**src/rx_measure_pkg.sv**
```systemverilog
// Purpose: Shared constants and types for the receiver measurement block.
// Assumes: One 100 MHz clock and 8-bit registers on a plain strobe port.
// Notes:   Register offsets are byte addresses on the register port.
package rx_measure_pkg;
  localparam logic [7:0] LIVE_SIGNAL_REG   = 8'h11;
  localparam logic [7:0] FILTER_BW_REG     = 8'h12;
  localparam logic [7:0] PKT_SIGNAL_REG    = 8'h1A;
  localparam logic [7:0] SIGNAL_CFG_REG    = 8'h0E;
  localparam logic [7:0] GAIN_THRESH_BASE  = 8'h20;
  localparam logic [7:0] GAIN_STATUS_REG   = 8'h25;
  localparam logic [7:0] THERMAL_REG       = 8'h3C;
  localparam logic [7:0] THERMAL_CTRL_REG  = 8'h3B;
  localparam logic [7:0] FILTER_BW_RESET   = 8'h15;
  localparam logic [7:0] SIGNAL_CFG_RESET  = 8'h02;
  localparam logic [7:0] THRESH_RESET      = 8'h40;
  localparam logic [7:0] THRESH_STEP       = 8'h20;
  localparam logic [7:0] READ_UNMAPPED     = 8'h00;
  localparam int         AVG_SHIFT_MAX     = 8;
  localparam int         COMP_POS          = 3;
  localparam int         BW_MANT_POS       = 3;
  localparam logic [1:0] BW_MANT_RESERVED  = 2'h3;
  localparam logic [2:0] BW_EXP_MIN        = 3'h1;
  localparam logic [4:0] COMP_MAX          = 5'h0F;
  localparam logic [4:0] COMP_MIN          = 5'h10;
  localparam logic [2:0] GAIN_CODE_G1      = 3'h1;
  localparam logic [2:0] GAIN_CODE_G2      = 3'h2;
  localparam logic [2:0] GAIN_CODE_G3      = 3'h3;
  localparam logic [2:0] GAIN_CODE_G4      = 3'h4;
  localparam logic [2:0] GAIN_CODE_G5      = 3'h6;
  localparam logic [2:0] GAIN_CODE_G6      = 3'h7;
  localparam logic [7:0] GAIN_REL_DB [6]   = '{8'h00, 8'hFA, 8'hF4, 8'hE8, 8'hE6, 8'hD0};
  localparam int         FIR_TAPS          = 16;
  localparam int         TEMP_PERIOD_NS    = 10000;
  localparam int         CLK_PERIOD_NS     = 10;
  localparam int         TEMP_CYCLES       = (TEMP_PERIOD_NS + CLK_PERIOD_NS - 1) / CLK_PERIOD_NS;

  typedef enum logic [1:0] {
    RX_IDLE    = 2'b00,
    RX_ENABLED = 2'b01,
    RX_ACTIVE  = 2'b11
  } rx_state_t;

  typedef struct packed {
    logic [7:0] addr;
    logic [7:0] wdata;
    logic       wr;
    logic       rd;
  } reg_req_t;

  typedef struct packed {
    logic       valid;
    logic [7:0] level;
  } sample_t;
endpackage : rx_measure_pkg

```
**src/rx_signal_measure.sv**
```systemverilog
// Purpose: Receiver state, gain selection, signal reading and thermal monitor.
// Assumes: Front end gives a level sample (0.5 dB units below 0 dBm) and a sample.
// Notes:   Outputs are registered; read data stands the cycle after a read strobe.
// Operation
// RULE1 - Entering receive waits in enabled state until preamble or signal criterion met.
// RULE2 - Active state forwards received samples to packet engine and sequencer.
// RULE3 - Gain code picked from level against five ascending thresholds.
// RULE4 - Codes give relative gains 0,-6,-12,-24,-26,-48 dB.
// RULE5 - Reading is minus twice level in dBm plus offset, 0.5 dB units.
// RULE6 - Offset is -16 to +15 dB in 1 dB steps, added in.
// RULE7 - Reading averaged over two to the code plus one samples.
// RULE8 - Response time follows averaging count over four times bandwidth.
// RULE9 - Starting calibration restarts the signal measurement.
// RULE10 - Host adds -157 or -164 to spread-spectrum readings.
// RULE11 - Host adds quarter SNR when SNR is negative.
// RULE12 - Packet value averages live reading; live readable any time.
// RULE13 - Host should tune port constants by single-point calibration.
// RULE14 - Host may scale packet average by 16/15 when SNR nonnegative.
// RULE15 - Host may sample live reading between header and completion events.
// RULE16 - Channel filter is a 16-tap FIR rejecting out-of-channel signals.
// RULE17 - Host keeps bit rate below twice single-side bandwidth.
// RULE18 - Bandwidth mantissa codes 16,20,24; exponent 1 to 7; rest reserved.
// RULE19 - Thermal block runs except Sleep/Standby, stops when disable bit set; thermalRunning follows only the disable bit.
// RULE20 - Each thermal result is stored in the thermal register.
// RULE21 - Filter bandwidth register sits at 0x12 and resets to 0x15.
// RULE22 - Reading unsigned 8-bit, offset 5-bit two's complement, saturating.
// RULE23 - Gain code updates only in enabled state and holds in active.
module rx_signal_measure
  import rx_measure_pkg::*;
#(
  parameter int TEMP_INTERVAL = TEMP_CYCLES
) (
  input  wire logic       ref_clk,
  input  wire logic       nrst,
  input  wire logic [7:0] regAddr,
  input  wire logic [7:0] regWdata,
  input  wire logic       regWr,
  input  wire logic       regRd,
  output logic      [7:0] regRdata,
  input  wire logic       rxMode,
  input  wire logic       sleepOrStandby,
  input  wire logic       preambleOk,
  input  wire logic       calStart,
  input  wire logic       feValid,
  input  wire logic [7:0] feLevel,
  input  wire logic [7:0] feChannel,
  input  wire logic [7:0] thermalSensor,
  output logic            rxActive,
  output logic            sampleValid,
  output logic      [7:0] sampleData,
  output logic      [2:0] lna_gain_code,
  output logic      [7:0] lnaRelGain,
  output logic            thermalRunning
);
  initial begin
    if (TEMP_INTERVAL < 1) $error("TEMP_INTERVAL must be at least one");
  end

  reg_req_t   req;
  rx_state_t  state_reg, state_next;
  logic [7:0] filter_bw_reg, filter_bw_next;
  logic [7:0] cfg_reg, cfg_next;
  logic [7:0] thresh_reg [5];
  logic [7:0] thresh_next [5];
  logic       thermal_sensor_disable_reg, thermal_sensor_disable_next;
  logic [7:0] thermal_reg, thermal_next;
  logic [31:0] tcnt_reg, tcnt_next;
  logic [2:0] gain_reg, gain_next;
  logic [7:0] gainDb_reg, gainDb_next;
  logic [15:0] acc_reg, acc_next;
  logic [8:0] cnt_reg, cnt_next;
  logic [7:0] live_signal_reg, live_signal_next;
  logic [7:0] pkt_signal_reg, pkt_signal_next;
  logic [7:0] rdata_reg, rdata_next;
  logic [7:0] fir_reg [FIR_TAPS];
  logic [11:0] firSum;
  logic       act_reg, act_next;
  logic       thermalRun_reg;
  logic       sv_reg, sv_next;
  logic [7:0] sd_reg, sd_next;
  logic       signalHit;
  logic [4:0] comp;
  logic [8:0] avgLen;
  logic [2:0] gainSel;

  assign req = '{addr: regAddr, wdata: regWdata, wr: regWr, rd: regRd};
  assign comp = cfg_reg[7:COMP_POS];
  assign avgLen = 9'(9'h002 << cfg_reg[2:0]); // [RULE7] [RULE8]
  assign signalHit = live_signal_reg <= thresh_reg[0];

  always_comb begin
    firSum = '0;
    for (int i = 0; i < FIR_TAPS; i++) begin
      firSum = firSum + 12'(fir_reg[i]); // [RULE16]
    end
  end

  always_comb begin
    gainSel = GAIN_CODE_G6; // [RULE3] [RULE4]
    if (feLevel >= thresh_reg[4]) gainSel = GAIN_CODE_G5;
    if (feLevel >= thresh_reg[3]) gainSel = GAIN_CODE_G4;
    if (feLevel >= thresh_reg[2]) gainSel = GAIN_CODE_G3;
    if (feLevel >= thresh_reg[1]) gainSel = GAIN_CODE_G2;
    if (feLevel >= thresh_reg[0]) gainSel = GAIN_CODE_G1;
  end

  always_comb begin
    logic [9:0] adj;
    logic [15:0] avg;
    adj = '0;
    avg = '0;
    state_next = state_reg;
    filter_bw_next = filter_bw_reg;
    cfg_next = cfg_reg;
    thresh_next = thresh_reg;
    thermal_sensor_disable_next = thermal_sensor_disable_reg;
    thermal_next = thermal_reg;
    tcnt_next = tcnt_reg;
    gain_next = gain_reg;
    gainDb_next = gainDb_reg;
    acc_next = acc_reg;
    cnt_next = cnt_reg;
    live_signal_next = live_signal_reg;
    pkt_signal_next = pkt_signal_reg;
    rdata_next = READ_UNMAPPED;
    act_next = 1'b0;
    sv_next = 1'b0;
    sd_next = sd_reg;
    unique case (state_reg)
      RX_IDLE: if (rxMode) state_next = RX_ENABLED; // [RULE1]
      RX_ENABLED: begin
        if (!rxMode) state_next = RX_IDLE;
        else if (preambleOk || signalHit) state_next = RX_ACTIVE; // [RULE1]
        if (feValid) gain_next = gainSel; // [RULE23]
      end
      RX_ACTIVE: begin
        if (!rxMode) state_next = RX_IDLE;
        act_next = 1'b1;
        sv_next = feValid; // [RULE2]
        if (feValid) sd_next = firSum[11:4];
      end
    endcase
    unique case (gain_reg)
      GAIN_CODE_G2: gainDb_next = GAIN_REL_DB[1]; // [RULE4]
      GAIN_CODE_G3: gainDb_next = GAIN_REL_DB[2];
      GAIN_CODE_G4: gainDb_next = GAIN_REL_DB[3];
      GAIN_CODE_G5: gainDb_next = GAIN_REL_DB[4];
      GAIN_CODE_G6: gainDb_next = GAIN_REL_DB[5];
      default:      gainDb_next = GAIN_REL_DB[0];
    endcase
    if (calStart) begin
      acc_next = '0; // [RULE9]
      cnt_next = '0;
    end else if (feValid) begin
      // Level is already twice the dBm magnitude; signed offset scaled to 0.5 dB.
      adj = {2'b00, feLevel} + {{4{comp[4]}}, comp, 1'b0}; // [RULE5] [RULE6]
      if (adj[9]) adj = '0; // [RULE22]
      else if (adj[8]) adj = 10'h0FF;
      acc_next = acc_reg + {8'h00, adj[7:0]};
      cnt_next = cnt_reg + 9'h001;
      if (cnt_next >= avgLen) begin
        avg = acc_next >> ({1'b0, cfg_reg[2:0]} + 4'h1); // [RULE7]
        live_signal_next = avg[7:0];
        acc_next = '0;
        cnt_next = '0;
        if (state_reg == RX_ACTIVE)
          pkt_signal_next = 8'((({1'b0, pkt_signal_reg} + {1'b0, avg[7:0]}) >> 1)); // [RULE12]
      end
    end
    if (!thermal_sensor_disable_reg && !sleepOrStandby) begin // [RULE19]
      tcnt_next = tcnt_reg + 32'h1;
      if (tcnt_next >= 32'(TEMP_INTERVAL)) begin
        tcnt_next = '0;
        thermal_next = thermalSensor; // [RULE20]
      end
    end
    if (req.wr) begin
      if (req.addr == FILTER_BW_REG) begin
        if (req.wdata[4:BW_MANT_POS] != BW_MANT_RESERVED && req.wdata[2:0] >= BW_EXP_MIN)
          filter_bw_next = {3'h0, req.wdata[4:0]}; // [RULE18] [RULE21]
      end
      if (req.addr == SIGNAL_CFG_REG) cfg_next = req.wdata;
      if (req.addr == THERMAL_CTRL_REG) thermal_sensor_disable_next = req.wdata[0];
      for (int i = 0; i < 5; i++) begin
        if (req.addr == GAIN_THRESH_BASE + 8'(i)) thresh_next[i] = req.wdata;
      end
    end
    if (req.rd) begin
      unique case (req.addr)
        LIVE_SIGNAL_REG:  rdata_next = live_signal_reg; // [RULE12]
        PKT_SIGNAL_REG:   rdata_next = pkt_signal_reg;
        FILTER_BW_REG:    rdata_next = filter_bw_reg;
        SIGNAL_CFG_REG:   rdata_next = cfg_reg;
        GAIN_STATUS_REG:  rdata_next = {3'h0, act_reg, 1'b0, gain_reg};
        THERMAL_CTRL_REG: rdata_next = {7'h00, thermal_sensor_disable_reg};
        THERMAL_REG:      rdata_next = thermal_reg;
        default: begin
          rdata_next = READ_UNMAPPED;
          for (int i = 0; i < 5; i++) begin
            if (req.addr == GAIN_THRESH_BASE + 8'(i)) rdata_next = thresh_reg[i];
          end
        end
      endcase
    end
  end

  always_ff @(posedge ref_clk or negedge nrst) begin
    if (!nrst) begin
      state_reg <= RX_IDLE;
      filter_bw_reg <= FILTER_BW_RESET; // [RULE21]
      cfg_reg <= SIGNAL_CFG_RESET;
      for (int i = 0; i < 5; i++) thresh_reg[i] <= THRESH_RESET + 8'(4 - i) * THRESH_STEP;
      thermal_sensor_disable_reg <= 1'b0; // [RULE19]
      thermalRun_reg <= 1'b1;
      thermal_reg <= '0;
      tcnt_reg <= '0;
      gain_reg <= GAIN_CODE_G1;
      gainDb_reg <= '0;
      acc_reg <= '0;
      cnt_reg <= '0;
      live_signal_reg <= 8'hFF;
      pkt_signal_reg <= 8'hFF;
      rdata_reg <= '0;
      act_reg <= 1'b0;
      sv_reg <= 1'b0;
      sd_reg <= '0;
      for (int i = 0; i < FIR_TAPS; i++) fir_reg[i] <= '0;
    end else begin
      state_reg <= state_next;
      filter_bw_reg <= filter_bw_next;
      cfg_reg <= cfg_next;
      thresh_reg <= thresh_next;
      thermal_sensor_disable_reg <= thermal_sensor_disable_next;
      thermalRun_reg <= !thermal_sensor_disable_next;
      thermal_reg <= thermal_next;
      tcnt_reg <= tcnt_next;
      gain_reg <= gain_next;
      gainDb_reg <= gainDb_next;
      acc_reg <= acc_next;
      cnt_reg <= cnt_next;
      live_signal_reg <= live_signal_next;
      pkt_signal_reg <= pkt_signal_next;
      rdata_reg <= rdata_next;
      act_reg <= act_next;
      sv_reg <= sv_next;
      sd_reg <= sd_next;
      if (feValid) begin
        fir_reg[0] <= feChannel; // [RULE16]
        for (int i = 1; i < FIR_TAPS; i++) fir_reg[i] <= fir_reg[i-1];
      end
    end
  end

  assign regRdata = rdata_reg;
  assign rxActive = act_reg;
  assign sampleValid = sv_reg;
  assign sampleData = sd_reg;
  assign lna_gain_code = gain_reg;
  assign lnaRelGain = gainDb_reg;
  assign thermalRunning = thermalRun_reg;

  enter_enabled_a: assert property (@(posedge ref_clk) disable iff (!nrst)
    state_reg == RX_IDLE && rxMode |=> state_reg == RX_ENABLED) else $error("no enabled state"); // [RULE1]
  go_active_a: assert property (@(posedge ref_clk) disable iff (!nrst)
    state_reg == RX_ENABLED && rxMode && preambleOk |=> ##1 rxActive) else $error("no active"); // [RULE1]
  pass_sample_a: assert property (@(posedge ref_clk) disable iff (!nrst)
    sampleValid |-> $past(feValid) && rxActive) else $error("sample outside active"); // [RULE2]
  gain_hold_a: assert property (@(posedge ref_clk) disable iff (!nrst)
    $past(state_reg) == RX_ACTIVE |-> $stable(lna_gain_code)) else $error("gain moved"); // [RULE23]
  gain_code_a: assert property (@(posedge ref_clk) disable iff (!nrst)
    lna_gain_code != 3'h0 && lna_gain_code != 3'h5) else $error("bad gain code"); // [RULE3]
  gain_db_a: assert property (@(posedge ref_clk) disable iff (!nrst)
    ##1 lna_gain_code == GAIN_CODE_G6 |=> lnaRelGain == 8'hD0) else $error("bad rel gain"); // [RULE4]
  cal_clear_a: assert property (@(posedge ref_clk) disable iff (!nrst)
    calStart |=> cnt_reg == 9'h000) else $error("cal no restart"); // [RULE9]
  bw_legal_a: assert property (@(posedge ref_clk) disable iff (!nrst)
    filter_bw_reg[4:3] != BW_MANT_RESERVED && filter_bw_reg[2:0] != 3'h0) else $error("bw"); // [RULE18]
  thermal_stop_a: assert property (@(posedge ref_clk) disable iff (!nrst)
    thermal_sensor_disable_reg |=> $stable(thermal_reg)) else $error("thermal ran"); // [RULE19]
  read_latency_a: assert property (@(posedge ref_clk) disable iff (!nrst)
    regRd && regAddr == FILTER_BW_REG && !regWr |=> regRdata == $past(filter_bw_reg))
    else $error("read data"); // [RULE21]
  gain_strong_a: assert property (@(posedge ref_clk) disable iff (!nrst) // [RULE3]
    state_reg == RX_ENABLED && feValid && feLevel < thresh_reg[4] |=> lna_gain_code == GAIN_CODE_G6) else $error("strong gain");
  gain_weak_a: assert property (@(posedge ref_clk) disable iff (!nrst) // [RULE3]
    state_reg == RX_ENABLED && feValid && feLevel >= thresh_reg[0] |=> lna_gain_code == GAIN_CODE_G1) else $error("weak gain");
  relgain_zero_a: assert property (@(posedge ref_clk) disable iff (!nrst) // [RULE4]
    lna_gain_code == GAIN_CODE_G1 |=> lnaRelGain == 8'h00) else $error("bad zero gain");
  sleep_stop_a: assert property (@(posedge ref_clk) disable iff (!nrst) // [RULE19]
    sleepOrStandby |=> $stable(thermal_reg)) else $error("thermal ran in sleep");
  pkt_active_a: assert property (@(posedge ref_clk) disable iff (!nrst) // [RULE12]
    $changed(pkt_signal_reg) |-> $past(state_reg) == RX_ACTIVE) else $error("pkt moved");
  live_read_a: assert property (@(posedge ref_clk) disable iff (!nrst) // [RULE12]
    regRd && regAddr == LIVE_SIGNAL_REG |=> regRdata == $past(live_signal_reg)) else $error("live read");
  cal_acc_a: assert property (@(posedge ref_clk) disable iff (!nrst) // [RULE9]
    calStart |=> acc_reg == 16'h0000) else $error("cal no clear");
  leave_rx_a: assert property (@(posedge ref_clk) disable iff (!nrst) // [RULE1]
    state_reg != RX_IDLE && !rxMode |=> state_reg == RX_IDLE) else $error("no idle");

  active_c: cover property (@(posedge ref_clk) disable iff (!nrst) $rose(rxActive));
  strong_c: cover property (@(posedge ref_clk) disable iff (!nrst) lna_gain_code == GAIN_CODE_G6);
  reading_c: cover property (@(posedge ref_clk) disable iff (!nrst) $changed(live_signal_reg));
  thermal_c: cover property (@(posedge ref_clk) disable iff (!nrst) $changed(thermal_reg));
  hit_c: cover property (@(posedge ref_clk) disable iff (!nrst) state_reg == RX_ENABLED && signalHit);
endmodule : rx_signal_measure

```
**config.mk**
```make
export PLATFORM = sky130hd
export DESIGN_NAME = rx_signal_measure
export DESIGN_NICKNAME = d
export VERILOG_FILES = /design/src/rx_measure_pkg.sv /design/src/rx_signal_measure.sv
export SDC_FILE = /design/constraint.sdc
export NUM_CORES = 1
export LEC_CHECK = 0
export ABC_AREA = 1
export BUFFER_PORTS_ARGS = -buffer_cell sky130_fd_sc_hd__buf_2
export CORE_AREA = 3 3 185 187
export DETAILED_ROUTE_END_ITERATION = 8
export DIE_AREA = 0 0 188 190
export PLACE_DENSITY = 0.85
export SYNTH_ARGS = -nofsm -noshare
export SYNTH_HDL_FRONTEND = slang
export SYNTH_SLANG_ARGS = --single-unit
```
**constraint.sdc**
```tcl
create_clock -name ref_clk -period 5.1 [get_ports ref_clk]
set_input_delay 1.02 -clock ref_clk [delete_from_list [all_inputs] [get_ports ref_clk]]
set_output_delay 1.02 -clock ref_clk [all_outputs]
set_load 0.05 [all_outputs]
```
# Word-level counts from Yosys, hierarchy flattened
# Cells that the tools add are included.
totals:
  regBits: 295
  inputBits: 49
classes:
  bitwise: 1
  n_addsub: 21
  n_eq_ne: 23
  order_cmp: 9
  n_mux: 33
  n_reduce_logical: 21
  shifts: 2
op_table:
  columns: ["op", "n"]
  rows:
  - ["12-bit by 8-bit adder with 12-bit output", 11]
  - ["8-bit two-way mux", 10]
  - ["8-bit by 6-bit equality test with 1-bit output (second input constant)", 8]
  - ["8-bit one-hot mux with 7 select lines", 1]
  - ["16-bit two-way mux", 3]
  - ["8-bit >= comparator", 5]
  - ["8-bit one-hot mux with 5 select lines", 1]
  - ["32-bit by 1-bit adder with 32-bit output (second input constant)", 1]
  - ["32-bit by 10-bit >= comparator with 1-bit output (second input constant)", 1]
  - ["32-bit two-way mux", 1]
  - ["9-bit two-way mux", 3]
  - ["8-bit by 5-bit equality test with 1-bit output (second input constant)", 3]
  - ["8-bit by 8-bit adder with 9-bit output", 2]
  - ["2-bit AND reduction", 9]
  - ["16-bit by 8-bit adder with 16-bit output", 1]
  - ["16-bit by 4-bit >> shifter with 8-bit output", 1]
  - ["11-bit by 8-bit adder with 12-bit output", 1]
  - ["10-bit by 8-bit adder with 11-bit output", 1]
  - ["9-bit by 6-bit adder with 10-bit output", 1]
  - ["9-bit by 8-bit adder with 10-bit output", 1]
  - ["2-bit two-way mux", 5]
  - ["9-bit by 1-bit adder with 9-bit output (second input constant)", 1]
  - ["3-bit equality test (second input constant)", 3]
  - ["9-bit >= comparator", 1]
  - ["21 further kinds", 35]

# Logic depth before layout (Yosys ltp)
# Gate-level depths: netlist (run 1).
logic_depth:
  word_depth: 15
  mapped_depth: 40
  mapped_depth_nobuf: 40

# Worst setup path before layout (run 1)
# Ideal clock, no wire load.
synth_timing:
  kind: "input port to flip-flop"
  startpoint: "in feLevel[1]"
  endpoint: "reg pkt_signal_reg[7]"
  setup_ns: 0.079
  n_path_buf: 0
  arrival_time_ns: 5.546
  path_stages: 37
  setup_slack_ns: -0.524
  cell_sequence: "ha_1 -> fa_1 -> nand2_1 -> inv_1 -> o21ai_0 -> nand2_1 -> a21oi_1 -> o21ai_0 -> nand2_1 -> nand2_1 -> xor2_1 -> inv_1 -> o21ai_0 -> inv_1 -> ha_1 -> or2_2 -> nand3_1 -> nand2_1 -> nand2_1 -> a21oi_2 -> or2_2 -> nand3_1 -> nand3_1 -> nand2_1 -> nand2_1 -> and2_1 -> ha_1 -> a21oi_1 -> o21bai_1 -> a21oi_1 -> o21ai_0 -> inv_1 -> nor2_1 -> nor2_1 -> nor2_1 -> o21ai_0 -> o21ai_0"
synth_via:
  elab_chain_cells: 8
synth_rtl:
  columns: ["element", "line", "text"]
  rows:
  - ["from (decl)", "rx_signal_measure.sv:45", "input wire logic [7:0] feLevel,"]
  - ["9-bit by 6-bit adder with 10-bit output *", "rx_signal_measure.sv:156", "adj = {2'b00, feLevel} + {{4{comp[4]}}, comp, 1'b0};"]
  - ["8-bit two-way mux", "rx_signal_measure.sv:158", "else if (adj[8]) adj = 10'h0FF;"]
  - ["8-bit two-way mux *", "rx_signal_measure.sv:157", "if (adj[9]) adj = '0;"]
  - ["8-bit two-way mux *", "rx_signal_measure.sv:154", "end else if (feValid) begin"]
  - ["8-bit two-way mux *", "rx_signal_measure.sv:151", "if (calStart) begin"]
  - ["16-bit by 8-bit adder with 16-bit output *", "rx_signal_measure.sv:159", "acc_next = acc_reg + {8'h00, adj[7:0]};"]
  - ["16-bit by 4-bit >> shifter with 8-bit output *", "rx_signal_measure.sv:162", "avg = acc_next >> ({1'b0, cfg_reg[2:0]} + 4'h1);"]
  - ["8-bit by 8-bit adder with 9-bit output *", "rx_signal_measure.sv:167", "pkt_signal_next = 8'((({1'b0, pkt_signal_reg} + {1'b0, avg[7:0]}) >> 1));"]
  - ["to (signal assigned)", "rx_signal_measure.sv:242", "pkt_signal_reg <= pkt_signal_next;"]
  - ["to (decl)", "rx_signal_measure.sv:73", "logic [7:0] pkt_signal_reg, pkt_signal_next;"]
# Every way passes the cells marked *; elsewhere a longest branch is shown, timed or not. The select of a mux whose other input is x is not followed.
# A chain may end at the register's enable or synchronous reset.

# Final worst setup path (run 1)
layout_timing:
  startpoint: "reg fir_reg[50] (netlist name)"
  endpoint: "reg sd_reg[7], in the netlist sampleData[7]"
layout_via:
  elab_chain_cells: 7
layout_rtl:
  columns: ["element", "line", "text"]
  rows:
  - ["from (decl)", "rx_signal_measure.sv:75", "logic [7:0] fir_reg [FIR_TAPS];"]
  - ["12-bit by 8-bit adder with 12-bit output (7 in a row)", "rx_signal_measure.sv:94", "firSum = firSum + 12'(fir_reg[i]);"]
  - ["to (signal assigned)", "rx_signal_measure.sv:246", "sd_reg <= sd_next;"]
  - ["to (decl)", "rx_signal_measure.sv:80", "logic [7:0] sd_reg, sd_next;"]
# No other way between the ends.

==> results of run 1 <==
[timing repair]
action,4_1_cts,5_1_grt
cloned,0,0
setup endpoints to repair,12,15
pin swaps,45,56
setup buffers,25,13
resized for setup,32,62
[layout by cell type (no fill, tap or decap), types with 11 or more instances in the layout]
cell         n
nor3_1      21
nand2_2     25
inv_1      355
a21oi_1     52
inv_2       15
nand2_1    633
nand4_1     24
o22ai_1     16
o21ai_1     17
buf_4      151
o21ai_0    166
nand3_2     11
ha_1        86
ha_4        14
fa_1       106
xor2_1      38
buf_2       74
nor2_1     101
dfrtp_1    263
clkbuf_16   35
dfstp_2     30
nand3_1     80
[power by group]
group / total, uW / leakage (uW) / internal (uW) / switching (uW)
Clock: 2520 / 0.000568 / 1500 / 1020
Sequential: 3020 / 0.00374 / 2690 / 331
Combinational: 12200 / 0.00686 / 5800 / 6410
Total: 17800 / 0.0112 / 9990 / 7760
[final timing paths]
| check | start | endpoint | slack (ps) |
|---|---|---|---|
| setup reg to reg | fir_reg[50]$_DFFE_PN0P_ | sampleData[7]$_DFFE_PN0P_ | -200 |
| hold reg to reg | fir_reg[106]$_DFFE_PN0P_ | fir_reg[98]$_DFFE_PN0P_ | 480 |
| max in group asynchronous | nrst | regRdata[0]$_DFF_PN0_ | 3360 |
| setup / recovery | fir_reg[50]$_DFFE_PN0P_ | sampleData[7]$_DFFE_PN0P_ | -200 |
| min in group asynchronous | nrst | acc_reg[7]$_DFFE_PN0P_ | 540 |
| hold / removal | fir_reg[106]$_DFFE_PN0P_ | fir_reg[98]$_DFFE_PN0P_ | 480 |
[routing by layer]
layer,track usage,wire [um],up-vias
li1,-,-,7449
met1,0.372,20200,7682
met2,0.471,23800,591
met3,0.0551,3830,157
met4,0.0961,1840,2
met5,0,13,-
[area by class of cell]
class,count,share of cell area
clock buffer,47,0.0439
clock inverter,16,0.00826
inverter,370,0.0628
multi-input combinational,1514,0.455
sequential,293,0.333
tap,442,0.0250
timing repair buffer,230,0.0717
[through the flow]
stage	power, uW	hold slack [ps]	cell area (um^2)	utilization	TNS (ps)
after global placement	12700	456	20400	0.624	-4260
after detailed placement	13100	465	20400	0.624	-5660
after floorplan	9120	442	18700	-	-502
after global routing	19400	503	22100	0.678	-4130
final	17800	477	22100	0.678	-1020
after CTS	16600	477	21800	0.668	-419
[critical path, stage by stage (launching register included)]
cell and delay [ps]:
dfrtp_1 400, fa_1 560, inv_1 60, fa_1 490, inv_1 50, fa_1 510, fa_1 570, inv_1 70
fa_2 510, fa_1 450, inv_1 110, ha_4 200, nand4_1 80, nand2_1 80, nand2_1 80, nand2_2 60
nand4_1 60, o211ai_1 160, nand2_1 140, nand2_2 70, nand2_2 80, nand2_2 60, or2_4 230, nand3_2 50
nand2_1 60
[cells by family after synthesis]
family	share of synthesized area
AOI/OAI and AO/OA	0.0952
DFF	0.397
and+or+nand+nor	0.212
xor gates and xnor gates	0.0217
other	0.000202
adders and majority gates	0.186
buffers and inverters	0.0877
==> metrics.txt, run 1 <==
CTS tree=built; row cnt=66; first-pass iteration count of the detailed router=5; # clock sinks=293; Slew headroom=0.380; top-count cell post-synth=nand2_1; Synth cell types=56; Final Non-Filler Cells=about 2900; fin nets=2703; Setup crit end kind=flop; Final WS setup=-201 ps; CTS clock-pin slew for the worst setup and hold paths=roughly 60 ps; Yosys Warn Count=0; vias=15881; pwr dens=approximately 800 nW/um^2; max reg flops=between 100 and 150; Least-Margin Pin Slew=around 930 ps; critical path class=reg -> reg; Critical Path AT=5720 ps; Die Span Y=190 um; WL final=49700 um; Hold Path Depth=2; #FFs+latches synth=293; ANT cells=0; htree depth=2; Mapped Cells=2236; antenna viol nets, final=0; register area share after synthesis=0.397; synth top area cells=dfrtp_1 35%, nand2_1 13%, fa_1 12%; area taken by multi-input logic gates=10100 um^2; grt total ovfl=0; Final Setup Violations=9; Post-synth top cells=656 x nand2_1, 368 x inv_1, 263 x dfrtp_1, 188 x o21ai_0, 110 x fa_1; pre-CTS setup slack=-841 ps; Max FO, Critical Path=2; Slew Limit Fails=0; Final Hold Fails=0; unrepaired setup endpoints after global routing=yes; Leak Pwr=0.0112 uW; Area Growth Syn to Fin=19.0%; Initial Util=0.569; failing checks=setup timing; CTS buffer count=35; vias in the first global route=16313; Max Root-Sink Buffers=3; share of post-route cells with drive strength above 1=0.182; antenna violations before repair=2; Layout Skew=roughly 20 ps; Data required, critical path=5520 ps; peak supply drop=about 5200 uV; flip-flop and latch area=7370 um^2; R2R cell count=24; Clock Latency Late Sink=530 ps; Worst setup SP type=flop; mapped cell area=18600 um^2; GR Util All Layers=0.282; clock root cell=clkbuf_16; I/O Pins=between 70 and 80; RePlAce Congestion=0.943; Hold Buf Count CTS=0; status=complete, but fails checks; Total Die Area=roughly 36000 um^2; # port buffers=77; async set-reset flop share out of synthesis=1.00; Avg Cell Area, Syn=8.30 um^2; predominant post-synthesis flop cell=dfrtp_1; Chip Width=188 um; area leader, netlist=dfrtp_1; syn_nets=2495; HP Class=reg -> reg; drt drc=0; fmax=around 190 MHz; wire per inst=17.1 um; largest net degree at the start of global routing=approximately 110; EDFF count, synth=0; number of fill cells=2431; core area=32600 um^2; first-pass GRT wire length=81700 um; Max-Cap Viols=0; Synth top area share=0.354; DP HPWL=34900 um; number of DRC markers in iteration 0=1465; crit path time final=approximately 5300 ps; period utilization=1.04; Via density=roughly 5.5; Cells after DPL=about 2800
Power figures use the tool's default switching activity.
==> run 2, diff against run 1 <==
--- a/config.mk
+++ b/config.mk
@@ -5,12 +5,12 @@
 export SDC_FILE = /design/constraint.sdc
 export NUM_CORES = 1
 export LEC_CHECK = 0
-export ABC_AREA = 1
 export BUFFER_PORTS_ARGS = -buffer_cell sky130_fd_sc_hd__buf_2
-export CORE_AREA = 3 3 185 187
+export CORE_AREA = 3 3 181 183
+export CTS_BUF_LIST = sky130_fd_sc_hd__clkbuf_8
 export DETAILED_ROUTE_END_ITERATION = 8
-export DIE_AREA = 0 0 188 190
-export PLACE_DENSITY = 0.85
+export DIE_AREA = 0 0 184 186
+export PLACE_DENSITY = 0.86
 export SYNTH_ARGS = -nofsm -noshare
 export SYNTH_HDL_FRONTEND = slang
 export SYNTH_SLANG_ARGS = --single-unit
==> run 2 against run 1 <==
Compared with the run above:
- the run still ends with setup timing left
- global-route usage decreased by 2.4 points
- final area decreased by 1.1%
- clock-buffer cell count increased by 15
- maximum frequency decreased by 5.7%
- die area decreased by 4.2%
- via count decreased by 13%
- synthesized area decreased by 2.5%
- worst hold slack improved by 9.9 ps
- core utilization increased by 1.9 points
- critical endpoint is now pkt_signal_reg[6]$_DFFE_PN1P_
- highest routed layer is now met4
==> metrics.txt, run 2 <==
register area share after synthesis=0.407 (+0.0102); Core Util, Final=0.696 (+0.0185); htree depth=2 (unchanged); FF-to-FF setup slack=-440 ps (-240 ps); Crit path largest cell delay=380 ps (-190 ps); R2R cell count=25 (+4.2%); Crit. Startpoint=feLevel[2]; first-pass GRT wire length=71800 um (-12%); Critical Path AT=6120 ps (+400 ps); CP top delay family=compound AO/OA/AOI/OAI gates; Via density=5.83 (+6.9%); Least-Margin Pin Slew=1280 ps (+355 ps); area leader, netlist=dfrtp_1; DP HPWL=30500 um (-12%); Worst setup SP type=primary input; Setup crit end kind=flop; final instance area=21900 um^2 (-1.1%); Max Root-Sink Buffers=3 (unchanged); CP bufs+invs=3 (-1); first-pass iteration count of the detailed router=5 (unchanged); syn_nets=1950 (-22%); Slew Limit Fails=0 (unchanged); Final Setup Violations=10 (+1); setup TNS=-2990 ps (-1960 ps); synth top area cells=dfrtp_1 36%, fa_1 12%, mux2_2 8.4%; top-count cell post-synth=dfrtp_1; grt total ovfl=0 (unchanged); Cell Area, Placed=19900 um^2 (-2.2%); most common cell after layout, fill and taps aside=dfrtp_1; Slowest cell on crit path=o31a_1; wire per inst=19.0 um (+11%); WL final=44900 um (-9.6%); Chip Width=184 um (-2.1%); Clock Latency Late Sink=590 ps (+60 ps); Initial Util=0.577 (+0.00745); share of post-route cells with drive strength above 1=0.306 (+0.124); GR Util All Layers=0.258 (-0.0238); fin nets=2186 (-19%); # clock sinks=293 (unchanged); Most common cell on crit path=a21oi_2; Max FO, Critical Path=6 (+4); predominant post-synthesis flop cell=dfrtp_1; CTS clock-pin slew for the worst setup and hold paths=60 ps (about the same); #FFs+latches synth=293 (unchanged); Post-synth top cells=263 x dfrtp_1, 224 x inv_1, 139 x nand2_1, 135 x mux2_2, 113 x o21ai_0; Layout Skew=33.2 ps (+12.7 ps); Avg Cell Area, Syn=10.7 um^2 (+29%); HP Class=reg -> reg; RePlAce Congestion=0.956 (+1.4%); Yosys Warn Count=0 (unchanged); number of DRC markers in iteration 0=1091 (-26%); status=complete, but fails checks; Final Hold Fails=0 (unchanged); largest net degree at the start of global routing=115 (+0.88%); Area Growth Syn to Fin=20.7%; I/O Pins=79 (unchanged); CTS tree=built; Max-Cap Viols=0 (unchanged); # port buffers=77 (unchanged); Setup crit end=pkt_signal_reg[6]$_DFFE_PN1P_; failing checks=setup timing; reg2reg start=cfg_reg[3]$_DFFE_PN0P_; row cnt=65 (-1.5%); EDFF count, synth=0 (unchanged); Synth top area share=0.364 (+0.00909); Data required, critical path=5600 ps (+80 ps); hold path startpoint=fir_reg[12]$_DFFE_PN0P_; Final WS setup=-524 ps (-323 ps); async set-reset flop share out of synthesis=1.00 (unchanged); clock root cell=clkbuf_8; Hold Path Depth=2 (unchanged); unrepaired setup endpoints after global routing=yes; Total Die Area=34200 um^2 (-4.2%); Synth cell types=81 (+45%); drt drc=0 (unchanged); antenna violations before repair=1 (-1); period utilization=1.10 (+0.0633); max reg flops=128 (unchanged); mapped cell area=18100 um^2 (-2.5%); most frequent cells in the layout=263 x dfrtp_1, 238 x inv_1, 155 x buf_4; critical path class=in -> reg; antenna viol nets, final=0 (unchanged); crit path time final=5620 ps (+323 ps); Die Span Y=186 um (-2.1%); critical path depth=26 (+8.3%); Slew headroom=0.142 (-0.239); fmax=178 MHz (-5.7%); Mapped Cells=1691 (-24%); vias in the first global route=14492 (-11%); CTS buffer count=49 (+40%); FF-to-FF End=pkt_signal_reg[6]$_DFFE_PN1P_; vias=13815 (-13%); core area=31400 um^2 (-3.8%)
==> run 2: cell type report <==
class / instances / area [um^2]
clock inverters: 28 / 116
clock buffers: 62 / 853
flip-flops and latches: 293 / 7370
fillers: 2104 / 9540
repair buffers: 244 / 1730
inverters: 226 / 848
diodes: 1 / 2.50
multi-input cells: 1113 / 10400
well taps: 402 / 503
==> run 2: how the worst min path moves through the flow <==
stage | to | slack [ps]
after floorplan | pkt_signal_reg[3]$_DFFE_PN1P_ | 450
after global placement | fir_reg[12]$_DFFE_PN0P_ | 460
after detailed placement | fir_reg[9]$_DFFE_PN0P_ | 470
after CTS | fir_reg[9]$_DFFE_PN0P_ | 490
after global routing | fir_reg[11]$_DFFE_PN0P_ | 500
final | fir_reg[4]$_DFFE_PN0P_ | 490
==> run 2: cells by family (layout without fill, tap and decap cells) <==
kind of cell / count (synthesis) / in the layout / synth area share
DFF: 293 / 293 / 0.407
buffers and inverters: 285 / 560 / 0.0603
xor gates and xnor gates: 39 / 39 / 0.0189
adders and majority gates: 210 / 210 / 0.191
and+or+nand+nor: 365 / 365 / 0.103
AOI/OAI and AO/OA: 344 / 344 / 0.123
muxes: 154 / 154 / 0.0967
other: 1 / 2 / 0.000207
==> run 2: worst reg2reg max path: stages, from the launching register on <==
cell and delay (ps):
dfrtp_1 450, ha_4 200, fa_2 340, a21o_1 180, a21oi_2 150, nor2b_1 70, o21ai_1 120, nand2b_1 130
a21oi_4 220, xnor2_4 160, a21oi_4 170, ha_4 220, a211oi_4 300, nor3_4 100, o31a_1 380, buf_6 160
o211ai_1 260, xor2_1 150, mux2_4 300, o211ai_1 220, o211a_1 310, ha_4 250, inv_1 90, nand2_1 70
nor4_1 320, nand3b_1 170
==> run 2: metrics by stage <==
| stage | hold slack (ps) | worst slack [ps] | cells |
|---|---|---|---|
| 6_report | 487 | -524 | 2369 |
| 5_1_grt | 497 | -712 | 2369 |
| 4_1_cts | 485 | -393 | 2359 |
| 3_5_place_dp | 470 | -1080 | 2242 |
| 3_3_place_gp | 456 | -913 | 2242 |
| 2_1_floorplan | 449 | -632 | 1691 |
==> run 2: layer usage <==
layer | part of all wire | up-vias | GRT usage
li1 | - | 6275 | -
met1 | 0.39 | 6952 | 0.330
met2 | 0.51 | 463 | 0.454
met3 | 0.064 | 125 | 0.0436
met4 | 0.033 | 0 | 0.0762
met5 | 0 | - | 0
==> run 2: what timing repair did <==
action,4_1_cts,5_1_grt
setup buffers,27,17
hold buffers,0,0
setup endpoints to repair,12,17
pin swaps,53,42
gates resized for setup,58,76
Power of run 2 is left out: the tool's default activity adds up to more than one toggle a clock period on the data nets, which glitch-free logic cannot reach.
